File: src/include/afc_defines.svh
// Offsets, field positions, reset values and timing counts of the flow controller
`ifndef AFC_DEFINES_SVH
`define AFC_DEFINES_SVH

`define AFC_CONF_OFFSET 8'hac
`define AFC_CONF_RESET 32'h0000_0000
`define AFC_HIGH_MSB 23
`define AFC_HIGH_LSB 16
`define AFC_LOW_MSB 15
`define AFC_LOW_LSB 8
`define AFC_DUR_MSB 7
`define AFC_DUR_LSB 4
`define AFC_MULT_BIT 3
`define AFC_BRD_BIT 2
`define AFC_ADD_BIT 1
`define AFC_ANY_BIT 0
`define AFC_WR_MASK 32'h00ff_ffff
`define AFC_UNIT_SHIFT 6
`define AFC_CLK_NS 50
// Jam durations in ns; 10 Mb/s adds a fixed extra
`define AFC_DUR_EXTRA_NS 2200
`define AFC_DUR_NS(c) ((c) == 0 ? 5000 : (c) == 1 ? 10000 : \
    (c) == 2 ? 15000 : (c) == 3 ? 25000 : (c) * 50000 - 150000)
// Least time rounds up to whole cycles
`define AFC_NS_TO_CYC(ns) (((ns) + `AFC_CLK_NS - 1) / `AFC_CLK_NS)

`endif

File: src/include/afc_pkg.sv
// Types shared by the flow controller modules
package afc_pkg;
    typedef enum logic [1:0] {
        FC_IDLE,
        FC_PAUSED,
        FC_TRIGGERED
    } fc_state_t;
endpackage : afc_pkg

File: src/hdl/afc_level_cmp.sv
// Compares the receive FIFO fill against high and low thresholds
`timescale 1ns/1ps
`include "afc_defines.svh"

module afc_level_cmp #(
    parameter int CNT_W = 14
) (
    input wire logic [CNT_W-1:0] fill,
    input wire logic [7:0] hi_field,
    input wire logic [7:0] lo_field,
    output logic at_high,
    output logic below_low
);
    // Thresholds scaled to bytes; widened so 255*64 never wraps
    logic [CNT_W+8:0] hi_bytes;
    logic [CNT_W+8:0] lo_bytes;
    logic [CNT_W+8:0] fill_w;

    // --------------------------------------------------------------
    // Level compare
    // --------------------------------------------------------------
    always_comb begin
        hi_bytes = (CNT_W+9)'(hi_field) << `AFC_UNIT_SHIFT;
        lo_bytes = (CNT_W+9)'(lo_field) << `AFC_UNIT_SHIFT;
        fill_w = (CNT_W+9)'(fill);
        at_high = fill_w >= hi_bytes;
        below_low = fill_w < lo_bytes;
    end
endmodule : afc_level_cmp

File: src/hdl/afc_jam_timer.sv
// Counts out the backpressure jam time for a duration code and speed
`timescale 1ns/1ps
`include "afc_defines.svh"

module afc_jam_timer (
    input wire logic REF_CLK,
    input wire logic RSTN,
    input wire logic start,
    input wire logic [3:0] code,
    input wire logic speed_10,
    output logic busy
);
    // --------------------------------------------------------------
    // Cycle table, one entry per code
    // --------------------------------------------------------------
    logic [15:0] cyc_100 [16];
    logic [15:0] cyc_10 [16];
    genvar g;
    generate
        for (g = 0; g < 16; g++) begin : g_tab
            // Built from ns so the rate change stays in one place
            assign cyc_100[g] = 16'(`AFC_NS_TO_CYC(`AFC_DUR_NS(g)));
            assign cyc_10[g] = 16'(`AFC_NS_TO_CYC(`AFC_DUR_NS(g)
                + `AFC_DUR_EXTRA_NS));
        end
    endgenerate

    typedef struct packed {
        logic [15:0] cnt;
    } jt_state_t;
    jt_state_t st_ff; // Registered state
    jt_state_t nxt_st; // Next state

    // --------------------------------------------------------------
    // Next state
    // --------------------------------------------------------------
    always_comb begin
        nxt_st = st_ff;
        if (start) begin
            // Load duration; a retrigger restarts the period
            nxt_st.cnt = speed_10 ? cyc_10[code] : cyc_100[code];
        end else if (st_ff.cnt != 16'h0) begin
            nxt_st.cnt = st_ff.cnt - 16'h1;
        end
    end

    // --------------------------------------------------------------
    // State register
    // --------------------------------------------------------------
    always_ff @(posedge REF_CLK or negedge RSTN) begin
        if (!RSTN) begin
            st_ff <= '0;
        end else begin
            st_ff <= nxt_st;
        end
    end

    assign busy = st_ff.cnt != 16'h0;

    // Jam for code 0 at 100 Mb/s lasts exactly its 100-cycle table time
    property p_jam_len;
        @(posedge REF_CLK) disable iff (!RSTN)
        start && !speed_10 && code == 4'h0
        |=> busy [*8] ##92 busy ##1 !busy;
    endproperty
    a_jam_len: assert property (p_jam_len)
        else $error("jam length wrong for code 0");
endmodule : afc_jam_timer

File: src/hdl/afc_flow_ctrl.sv
// Automatic receive flow controller: pause requests and backpressure jam
//
// What this block does
// - Nothing sent while transmitter disabled
// - High field, 64-byte units, triggers flow control
// - Full duplex: one pause per high crossing
// - Pause time comes from MAC flow register
// - Half duplex: jam matching frames for duration
// - Low field: below it send zero pause
// - Zero pause only after a real pause
// - Duration field sets jam time, half duplex
// - Duration codes map 5..600 us, +2.2 at 10M
// - Multicast enable jams multicast frames
// - Broadcast enable jams broadcast frames
// - Address enable jams own-address frames
// - Any-frame bit enables full-duplex pause
// - Any-frame half duplex acts on preamble
// - Any-frame full duplex requests pause at once
// - Any-frame overrides the three class bits
`timescale 1ns/1ps
`include "afc_defines.svh"

module afc_flow_ctrl #(
    parameter int CNT_W = 14
) (
    input wire logic REF_CLK,
    input wire logic RSTN,
    // Register port
    input wire logic [7:0] ADDR,
    input wire logic WR_EN,
    input wire logic [31:0] WR_DATA,
    output logic [31:0] RD_DATA,
    // MAC status
    input wire logic TX_ENABLED,
    input wire logic FULL_DUPLEX,
    input wire logic SPEED_10,
    input wire logic [15:0] PAUSE_TIME_VALUE,
    input wire logic [CNT_W-1:0] RX_FIFO_FILL,
    // Receive frame events, one-cycle pulses
    input wire logic RX_PREAMBLE,
    input wire logic RX_ADDR_VALID,
    input wire logic RX_IS_MULTICAST,
    input wire logic RX_IS_BROADCAST,
    input wire logic RX_IS_OWN_ADDR,
    // Pause request to MAC transmitter
    output logic PAUSE_REQ,
    output logic [15:0] PAUSE_TIME,
    input wire logic PAUSE_ACK,
    // Half-duplex jam
    output logic JAM
);
    // --------------------------------------------------------------
    // State
    // --------------------------------------------------------------
    typedef struct packed {
        logic [23:0] cfg; // Writable part of the config register
        afc_pkg::fc_state_t fc; // Full-duplex pause state
        logic req; // Pause request pending
        logic [15:0] ptime; // Pause time held with the request
    } fc_regs_t;
    fc_regs_t st_ff; // Registered state
    fc_regs_t nxt_st; // Next state

    // Field views of the config register
    logic [7:0] fifo_high_threshold;
    logic [7:0] fifo_low_threshold;
    logic [3:0] jam_duration_code;
    logic jam_on_multicast_en;
    logic jam_on_broadcast_en;
    logic jam_on_own_address_en;
    logic flow_on_any_frame_en;
    logic at_high; // Fill at or above high level
    logic below_low; // Fill below low level
    logic jam_start; // Start or restart jam timer
    logic jam_busy; // Jam period running
    logic class_hit; // Frame class matches enables
    logic auto_en; // Any flow control enabled

    assign fifo_high_threshold = st_ff.cfg[`AFC_HIGH_MSB:`AFC_HIGH_LSB];
    assign fifo_low_threshold = st_ff.cfg[`AFC_LOW_MSB:`AFC_LOW_LSB];
    assign jam_duration_code = st_ff.cfg[`AFC_DUR_MSB:`AFC_DUR_LSB];
    assign jam_on_multicast_en = st_ff.cfg[`AFC_MULT_BIT];
    assign jam_on_broadcast_en = st_ff.cfg[`AFC_BRD_BIT];
    assign jam_on_own_address_en = st_ff.cfg[`AFC_ADD_BIT];
    assign flow_on_any_frame_en = st_ff.cfg[`AFC_ANY_BIT];
    assign auto_en = st_ff.cfg[3:0] != 4'h0;

    // --------------------------------------------------------------
    // Level compare
    // --------------------------------------------------------------
    // Low below high is software's job; the compare does not enforce it
    afc_level_cmp #(
        .CNT_W(CNT_W)
    ) u_cmp (
        .fill(RX_FIFO_FILL),
        .hi_field(fifo_high_threshold),
        .lo_field(fifo_low_threshold),
        .at_high(at_high),
        .below_low(below_low)
    );

    // --------------------------------------------------------------
    // Frame class filter
    // --------------------------------------------------------------
    always_comb begin
        if (flow_on_any_frame_en) begin
            // No address decode: act on preamble, class bits ignored
            class_hit = RX_PREAMBLE;
        end else begin
            class_hit = RX_ADDR_VALID && (
                (jam_on_multicast_en && RX_IS_MULTICAST) ||
                (jam_on_broadcast_en && RX_IS_BROADCAST) ||
                (jam_on_own_address_en && RX_IS_OWN_ADDR));
        end
    end

    // Jam only in half duplex with transmitter up
    assign jam_start = !FULL_DUPLEX && TX_ENABLED && at_high
        && class_hit;

    afc_jam_timer u_jam (
        .REF_CLK(REF_CLK),
        .RSTN(RSTN),
        .start(jam_start),
        .code(jam_duration_code),
        .speed_10(SPEED_10),
        .busy(jam_busy)
    );

    // --------------------------------------------------------------
    // Next state: register writes and pause sequencing
    // --------------------------------------------------------------
    always_comb begin
        nxt_st = st_ff;
        if (WR_EN && ADDR == `AFC_CONF_OFFSET) begin
            // Top byte dropped on write
            nxt_st.cfg = WR_DATA[23:0];
        end
        // Request clears when MAC takes it
        if (st_ff.req && PAUSE_ACK) begin
            nxt_st.req = 1'b0;
        end
        // Transmitter off drops any pending request
        if (!TX_ENABLED) begin
            nxt_st.req = 1'b0;
        end
        unique case (st_ff.fc)
            afc_pkg::FC_IDLE: begin
                // Any-frame bit is what enables full-duplex pause
                if (FULL_DUPLEX && TX_ENABLED && flow_on_any_frame_en
                    && at_high) begin
                    nxt_st.req = 1'b1;
                    nxt_st.ptime = PAUSE_TIME_VALUE;
                    nxt_st.fc = afc_pkg::FC_TRIGGERED;
                end
            end
            afc_pkg::FC_TRIGGERED: begin
                // Wait for the MAC to accept the single pause
                if (st_ff.req && PAUSE_ACK) begin
                    nxt_st.fc = afc_pkg::FC_PAUSED;
                end else if (!TX_ENABLED) begin
                    // Never sent, so no resume is owed
                    nxt_st.fc = afc_pkg::FC_IDLE;
                end
            end
            afc_pkg::FC_PAUSED: begin
                // Stay silent while above low; resume once below
                if (below_low && auto_en && TX_ENABLED) begin
                    nxt_st.req = 1'b1;
                    nxt_st.ptime = 16'h0000;
                    nxt_st.fc = afc_pkg::FC_IDLE;
                end
            end
        endcase
    end

    // --------------------------------------------------------------
    // State register
    // --------------------------------------------------------------
    always_ff @(posedge REF_CLK or negedge RSTN) begin
        if (!RSTN) begin
            st_ff <= '{cfg: 24'h0, fc: afc_pkg::FC_IDLE, req: 1'b0,
                ptime: 16'h0};
        end else begin
            st_ff <= nxt_st;
        end
    end

    // --------------------------------------------------------------
    // Outputs
    // --------------------------------------------------------------
    assign PAUSE_REQ = st_ff.req;
    assign PAUSE_TIME = st_ff.ptime;
    assign JAM = jam_busy && TX_ENABLED;
    // Reserved byte reads zero; other offsets read zero
    assign RD_DATA = (ADDR == `AFC_CONF_OFFSET) ? {8'h00, st_ff.cfg}
        : 32'h0;

    // --------------------------------------------------------------
    // Checks
    // --------------------------------------------------------------
    property p_no_pause_tx_off;
        @(posedge REF_CLK) disable iff (!RSTN)
        !TX_ENABLED |=> !PAUSE_REQ;
    endproperty
    a_no_pause_tx_off: assert property (p_no_pause_tx_off)
        else $error("pause requested with transmitter off");

    property p_no_jam_tx_off;
        @(posedge REF_CLK) disable iff (!RSTN)
        !TX_ENABLED |-> !JAM;
    endproperty
    a_no_jam_tx_off: assert property (p_no_jam_tx_off)
        else $error("jam with transmitter off");

    property p_pause_on_high;
        @(posedge REF_CLK) disable iff (!RSTN)
        st_ff.fc == afc_pkg::FC_IDLE && FULL_DUPLEX && TX_ENABLED
        && flow_on_any_frame_en && at_high |=> PAUSE_REQ;
    endproperty
    a_pause_on_high: assert property (p_pause_on_high)
        else $error("no pause request at high level");

    property p_single_pause;
        @(posedge REF_CLK) disable iff (!RSTN)
        PAUSE_REQ && PAUSE_ACK && PAUSE_TIME != 16'h0
        |=> !PAUSE_REQ [*2];
    endproperty
    a_single_pause: assert property (p_single_pause)
        else $error("pause repeated after acceptance");

    property p_pause_time_src;
        @(posedge REF_CLK) disable iff (!RSTN)
        $rose(PAUSE_REQ) && st_ff.fc == afc_pkg::FC_TRIGGERED
        |-> PAUSE_TIME == $past(PAUSE_TIME_VALUE);
    endproperty
    a_pause_time_src: assert property (p_pause_time_src)
        else $error("pause time not from MAC flow register");

    property p_resume_only_after;
        @(posedge REF_CLK) disable iff (!RSTN)
        $rose(PAUSE_REQ) && PAUSE_TIME == 16'h0
        |-> $past(st_ff.fc) == afc_pkg::FC_PAUSED;
    endproperty
    a_resume_only_after: assert property (p_resume_only_after)
        else $error("zero pause without prior pause");

    property p_jam_half_only;
        @(posedge REF_CLK) disable iff (!RSTN)
        FULL_DUPLEX && !jam_busy |=> !jam_busy;
    endproperty
    a_jam_half_only: assert property (p_jam_half_only)
        else $error("jam started in full duplex");

    property p_reserved_zero;
        @(posedge REF_CLK) disable iff (!RSTN)
        RD_DATA[31:24] == 8'h00;
    endproperty
    a_reserved_zero: assert property (p_reserved_zero)
        else $error("reserved bits read nonzero");

    property p_any_jam;
        @(posedge REF_CLK) disable iff (!RSTN)
        !FULL_DUPLEX && TX_ENABLED && flow_on_any_frame_en && at_high
        && RX_PREAMBLE |=> jam_busy;
    endproperty
    a_any_jam: assert property (p_any_jam)
        else $error("no jam on preamble in any-frame mode");

    // A queued pause waits for the MAC's transmit window
    property p_req_held;
        @(posedge REF_CLK) disable iff (!RSTN)
        PAUSE_REQ && !PAUSE_ACK && TX_ENABLED |=> PAUSE_REQ;
    endproperty
    a_req_held: assert property (p_req_held)
        else $error("pause request dropped before acceptance");

    property p_class_any;
        @(posedge REF_CLK) disable iff (!RSTN)
        flow_on_any_frame_en && !RX_PREAMBLE |-> !class_hit;
    endproperty
    a_class_any: assert property (p_class_any)
        else $error("class bits acted in any-frame mode");

    property p_mcast_jam;
        @(posedge REF_CLK) disable iff (!RSTN)
        !FULL_DUPLEX && TX_ENABLED && at_high && !flow_on_any_frame_en
        && jam_on_multicast_en && RX_ADDR_VALID && RX_IS_MULTICAST
        |=> jam_busy;
    endproperty
    a_mcast_jam: assert property (p_mcast_jam)
        else $error("no jam on multicast frame");

    property p_bcast_jam;
        @(posedge REF_CLK) disable iff (!RSTN)
        !FULL_DUPLEX && TX_ENABLED && at_high && !flow_on_any_frame_en
        && jam_on_broadcast_en && RX_ADDR_VALID && RX_IS_BROADCAST
        |=> jam_busy;
    endproperty
    a_bcast_jam: assert property (p_bcast_jam)
        else $error("no jam on broadcast frame");

    property p_own_jam;
        @(posedge REF_CLK) disable iff (!RSTN)
        !FULL_DUPLEX && TX_ENABLED && at_high && !flow_on_any_frame_en
        && jam_on_own_address_en && RX_ADDR_VALID && RX_IS_OWN_ADDR
        |=> jam_busy;
    endproperty
    a_own_jam: assert property (p_own_jam)
        else $error("no jam on own-address frame");

    property p_resume_on_low;
        @(posedge REF_CLK) disable iff (!RSTN)
        st_ff.fc == afc_pkg::FC_PAUSED && below_low && auto_en
        && TX_ENABLED |=> PAUSE_REQ && PAUSE_TIME == 16'h0000;
    endproperty
    a_resume_on_low: assert property (p_resume_on_low)
        else $error("no zero pause below low level");

    property p_cfg_write;
        @(posedge REF_CLK) disable iff (!RSTN)
        WR_EN && ADDR == `AFC_CONF_OFFSET
        |=> st_ff.cfg == $past(WR_DATA[23:0]);
    endproperty
    a_cfg_write: assert property (p_cfg_write)
        else $error("config write did not land");
endmodule : afc_flow_ctrl

File: config.mk
export PLATFORM = sky130hd
export DESIGN_NAME = afc_flow_ctrl
export DESIGN_NICKNAME = d
export VERILOG_FILES = /design/src/include/afc_pkg.sv /design/src/hdl/afc_level_cmp.sv /design/src/hdl/afc_jam_timer.sv /design/src/hdl/afc_flow_ctrl.sv
export VERILOG_INCLUDE_DIRS = /design/src /design/src/include
export SDC_FILE = /design/constraint.sdc
export NUM_CORES = 1
export LEC_CHECK = 0
export ABC_AREA = 1
export BUFFER_PORTS_ARGS = -buffer_cell sky130_fd_sc_hd__buf_4
export CAP_MARGIN = 10
export CORE_MARGIN = 2
export CORE_UTILIZATION = 56
export DETAILED_ROUTE_END_ITERATION = 6
export GPL_TIMING_DRIVEN = 0
export PLACE_DENSITY = 0.87
export SLEW_MARGIN = 20
export SYNTH_ARGS = -nofsm -noshare
export SYNTH_HDL_FRONTEND = slang
export SYNTH_SLANG_ARGS = --single-unit
File: constraint.sdc
create_clock -name REF_CLK -period 3.62 [get_ports REF_CLK]
set_input_delay 0.905 -clock REF_CLK [delete_from_list [all_inputs] [get_ports REF_CLK]]
set_output_delay 0.905 -clock REF_CLK [all_outputs]
set_load 0.02 [all_outputs]
==> flow_metrics.env <==
export IMPL_irDropWorstVdd_uv=208
export IMPL_max_slew_worst_pin_slew_ns=0.746
export IMPL_fin_nets=794
export IMPL_grt_pass1_wl_mm=18.2
export IMPL_critPathMaxStageDelay_ns=0.37
export IMPL_combPwrFrac_pct=24.4
export IMPL_holdCritPathClass="reg2reg"
export IMPL_place_inst=775
export IMPL_syn_to_final_growth_pct=29.0
export IMPL_postLayoutCellArea_um2=5370
export IMPL_timing_critical_path_cells="buf_4, nor4_1, nand2_1, clkbuf_1, nor2_1, buf_4"
export IMPL_place_detailed_hpwl_mm=8.35
export IMPL_io_pin_count=132
export IMPL_die_area_um2=8140
export IMPL_post_route_min_period_ns=3.18
export IMPL_finalPower_w=0.00188
export IMPL_hold_depth=2
export IMPL_cts_htree_levels=3
export IMPL_yosysSeqAreaShare_pct=35.4
export IMPL_yosysWarnings=0
export IMPL_syn_area_per_cell_um2=7.52
export IMPL_seq_power_share_pct=43.7
export IMPL_internal_power_w=0.00128
export IMPL_grt_total_usage_pct=27.4
export IMPL_p_leak_nw=3.08
export IMPL_drt_iter0_markers=343
export IMPL_fmax_mhz=315
export IMPL_path_delay_family="simple AND/OR/NAND/NOR gates"
export IMPL_clk_pin_slew_worst_paths_ns=0.07
export IMPL_cts_resized=0
export IMPL_grt_max_degree=60
export IMPL_maxSlewViolCount=0
export IMPL_crit_fanout=10
export IMPL_clk_latency_ns=0.33
export IMPL_clkSinkCount=59
export IMPL_clk_path_buf_depth=2
export IMPL_pwr_share_clk_pct=31.9
export IMPL_worst_clock_skew_ns=0.00747
export IMPL_syn_cell_area_um2=4170
export IMPL_ctsHoldBuffers=0
export IMPL_cts_tree="built"
export IMPL_antenna_cells=0
export IMPL_synth_async_reset_ratio_pct=100
export IMPL_port_buffers=115
export IMPL_cp_end_kind="output port"
export IMPL_gp_congestion=0.926
export IMPL_die_w_um=90.2
export IMPL_final_cells=791
export IMPL_r2r_cells=11
export IMPL_cp_buffers_inverters=3
export IMPL_drcViolationCount=0
export IMPL_whs_ns=0.484
export IMPL_p_sw_share_pct=31.9
export IMPL_worstSetupStartpointType="primary input"
export IMPL_hold_start="PAUSE_TIME[9]$_DFFE_PN0P_"
export IMPL_rsz0062_at_grt="false"
export IMPL_start_util_pct=57.7
export IMPL_overflow=0
export IMPL_yosysUniqueCellTypes=45
export IMPL_required_ns=2.71
export IMPL_worst_hold_path_endpoint="PAUSE_TIME[9]$_DFFE_PN0P_"
export IMPL_setup_tns_ns=0
export IMPL_r2r_end="u_jam.st_ff[13]$_DFFE_PN0P_"
export IMPL_crit_top_cell="buf_4"
export IMPL_arrival_ns=2.27
export IMPL_r2r_slack_ns=1.67
export IMPL_worst_setup_path_type="in2out"
export IMPL_cts_inserted_buffers=9
export IMPL_synth_cells=554
export IMPL_max_slew_margin_pct=50.3
export IMPL_row_count=31
export IMPL_status="finished clean"
export IMPL_p_sw_w=0.000601
export IMPL_routed_wirelength_mm=10.9
export IMPL_die_y_um=90.2
export IMPL_slowest_stage="nor4_1"
export IMPL_grt_pass1_vias=4094
export IMPL_synth_edf_count=0
export IMPL_rr_startpoint="fifo_high_threshold[3]$_DFFE_PN0P_"
export IMPL_setup_viol=0
export IMPL_wl_per_cell_um=13.8
export IMPL_p_per_area_nw_per_um2=350
export IMPL_synth_seq_cells=59
export IMPL_place_area_um2=5180
export IMPL_num_vias=4110
export IMPL_final_antenna_net_count=0
export IMPL_finalCritPeriodShare_pct=87.8
export IMPL_drive_gt1_share_pct=29.0
export IMPL_viasPerCell=5.20
export IMPL_cts_setup_buffers=0
export IMPL_clockRootBuffer="clkbuf_8"
export IMPL_firstDrtPassIters=7
export IMPL_synth_flop_cell="dfrtp_1"
export IMPL_antenna_found_initial=0
export IMPL_max_cap_violations=0
export IMPL_core_um2=7210
export IMPL_hold_violations=0
[per-stage QoR]
step	util, %	setup WS, ns
final	74.5	0.442
after global routing	74.5	0.315
after CTS	74.5	0.420
after detailed placement	71.8	0.429
after global placement	71.8	0.534
after floorplan	-	0.805
[power groups by stage]
stage | registers, W | logic, W | clock network [W]
6_report | 0.000823 | 0.000460 | 0.000600
5_1_grt | 0.000829 | 0.000526 | 0.000629
4_1_cts | 0.000819 | 0.000459 | 0.000604
3_5_place_dp | 0.000831 | 0.000447 | 0
3_3_place_gp | 0.000822 | 0.000430 | 0
2_1_floorplan | 0.000811 | 0.000310 | 0
[worst register-to-register path: stages, from the launching register on]
cell	delay, ns
dfrtp_1	0.37
inv_1	0.11
ha_1	0.27
a21oi_1	0.18
nand2_1	0.07
nand2_1	0.09
nand3_4	0.13
nand2_4	0.17
clkinv_2	0.12
buf_6	0.16
o211ai_2	0.15
inv_2	0.04
[worst max-delay path by stage]
stage                  from          end  slack, ns  cells past startpoint
floorplan           ADDR[0]  RD_DATA[10]       0.81                      4
global placement    ADDR[0]  RD_DATA[14]       0.53                      6
detailed placement  ADDR[0]  RD_DATA[10]       0.43                      6
CTS                 ADDR[0]  RD_DATA[10]       0.42                      6
global route        ADDR[0]   RD_DATA[3]       0.32                      6
finish              ADDR[0]  RD_DATA[10]       0.44                      6
[layout make-up]
cell class                      instances  area [µm²]
Buffer                                 43         327
Clock buffer                           11         141
Multi-Input combinational cell        383        2100
Clock inverter                          5        52.6
Inverter                               76         287
Sequential cell                        59        1480
Fill cell                             552        1840
Tap cell                               99         124
Timing Repair Buffer                  115         863
[per-layer routing]
metal / GRT usage [%] / vias up / share of wire (%)
met5: 0 / - / 0
met4: 11.7 / 0 / 2.6
met3: 5.95 / 25 / 6.7
met2: 49.9 / 163 / 51
met1: 30.7 / 1914 / 39
li1: - / 2008 / -
[cells in the mapped netlist (3+ instances only)]
master | number | area [µm²]
a21oi_1 | 40 | 200
a22oi_1 | 3 | 22.5
buf_2 | 7 | 35.0
buf_4 | 25 | 188
buf_6 | 4 | 45.0
clkbuf_1 | 5 | 18.8
dfrtp_1 | 59 | 1480
ha_1 | 25 | 313
inv_1 | 68 | 255
inv_2 | 7 | 26.3
nand2_1 | 101 | 379
nand2_4 | 4 | 45.0
nand3_1 | 9 | 45.0
nand3_2 | 4 | 40.0
nand3_4 | 3 | 52.6
nand4_1 | 22 | 138
nor2_1 | 96 | 360
nor2_2 | 4 | 25.0
nor3_1 | 4 | 20.0
nor4_1 | 3 | 18.8
o21ai_0 | 12 | 60.1
o21ai_1 | 10 | 50.1
o21ai_2 | 3 | 26.3
xnor2_1 | 4 | 35.0
xor2_1 | 7 | 61.3
[registers in the layout, indices dropped and copies added (netlist names)]
| name | count |
|---|---|
| PAUSE_REQ | 1 |
| PAUSE_TIME | 16 |
| fifo_high_threshold | 8 |
| fifo_low_threshold | 8 |
| flow_on_any_frame_en | 1 |
| jam_duration_code | 4 |
| jam_on_broadcast_en | 1 |
| jam_on_multicast_en | 1 |
| jam_on_own_address_en | 1 |
| st_ff | 2 |
| u_jam.st_ff | 16 |
[cells in the final DEF (no fill, tap or decap), drive strengths merged, types with 4 or more instances in the layout]
cell type  synthesis  layout
buf               38     153
nand2            105     105
nor2             102     102
inv               75      75
dfrtp             59      59
a21oi             41      41
ha                25      25
o21ai             25      25
nand4             22      22
clkbuf             5      16
nand3             16      16
conb               1       8
xor2               7       7
nor3               6       6
xnor2              4       4
clkinv             1       4
[cells by family (layout without fill, tap and decap cells)]
group | count (synthesis) | in the layout | share of synthesized area [%]
DFF | 59 | 59 | 35.4
other | 1 | 8 | 0.0900
buffers and inverters | 119 | 250 | 14.7
xor gates and xnor gates | 11 | 11 | 2.31
and+or+nand+nor | 259 | 259 | 29.0
AOI/OAI and AO/OA | 80 | 80 | 11.0
adders and majority gates | 25 | 25 | 7.51
Power figures use the tool's default switching activity.
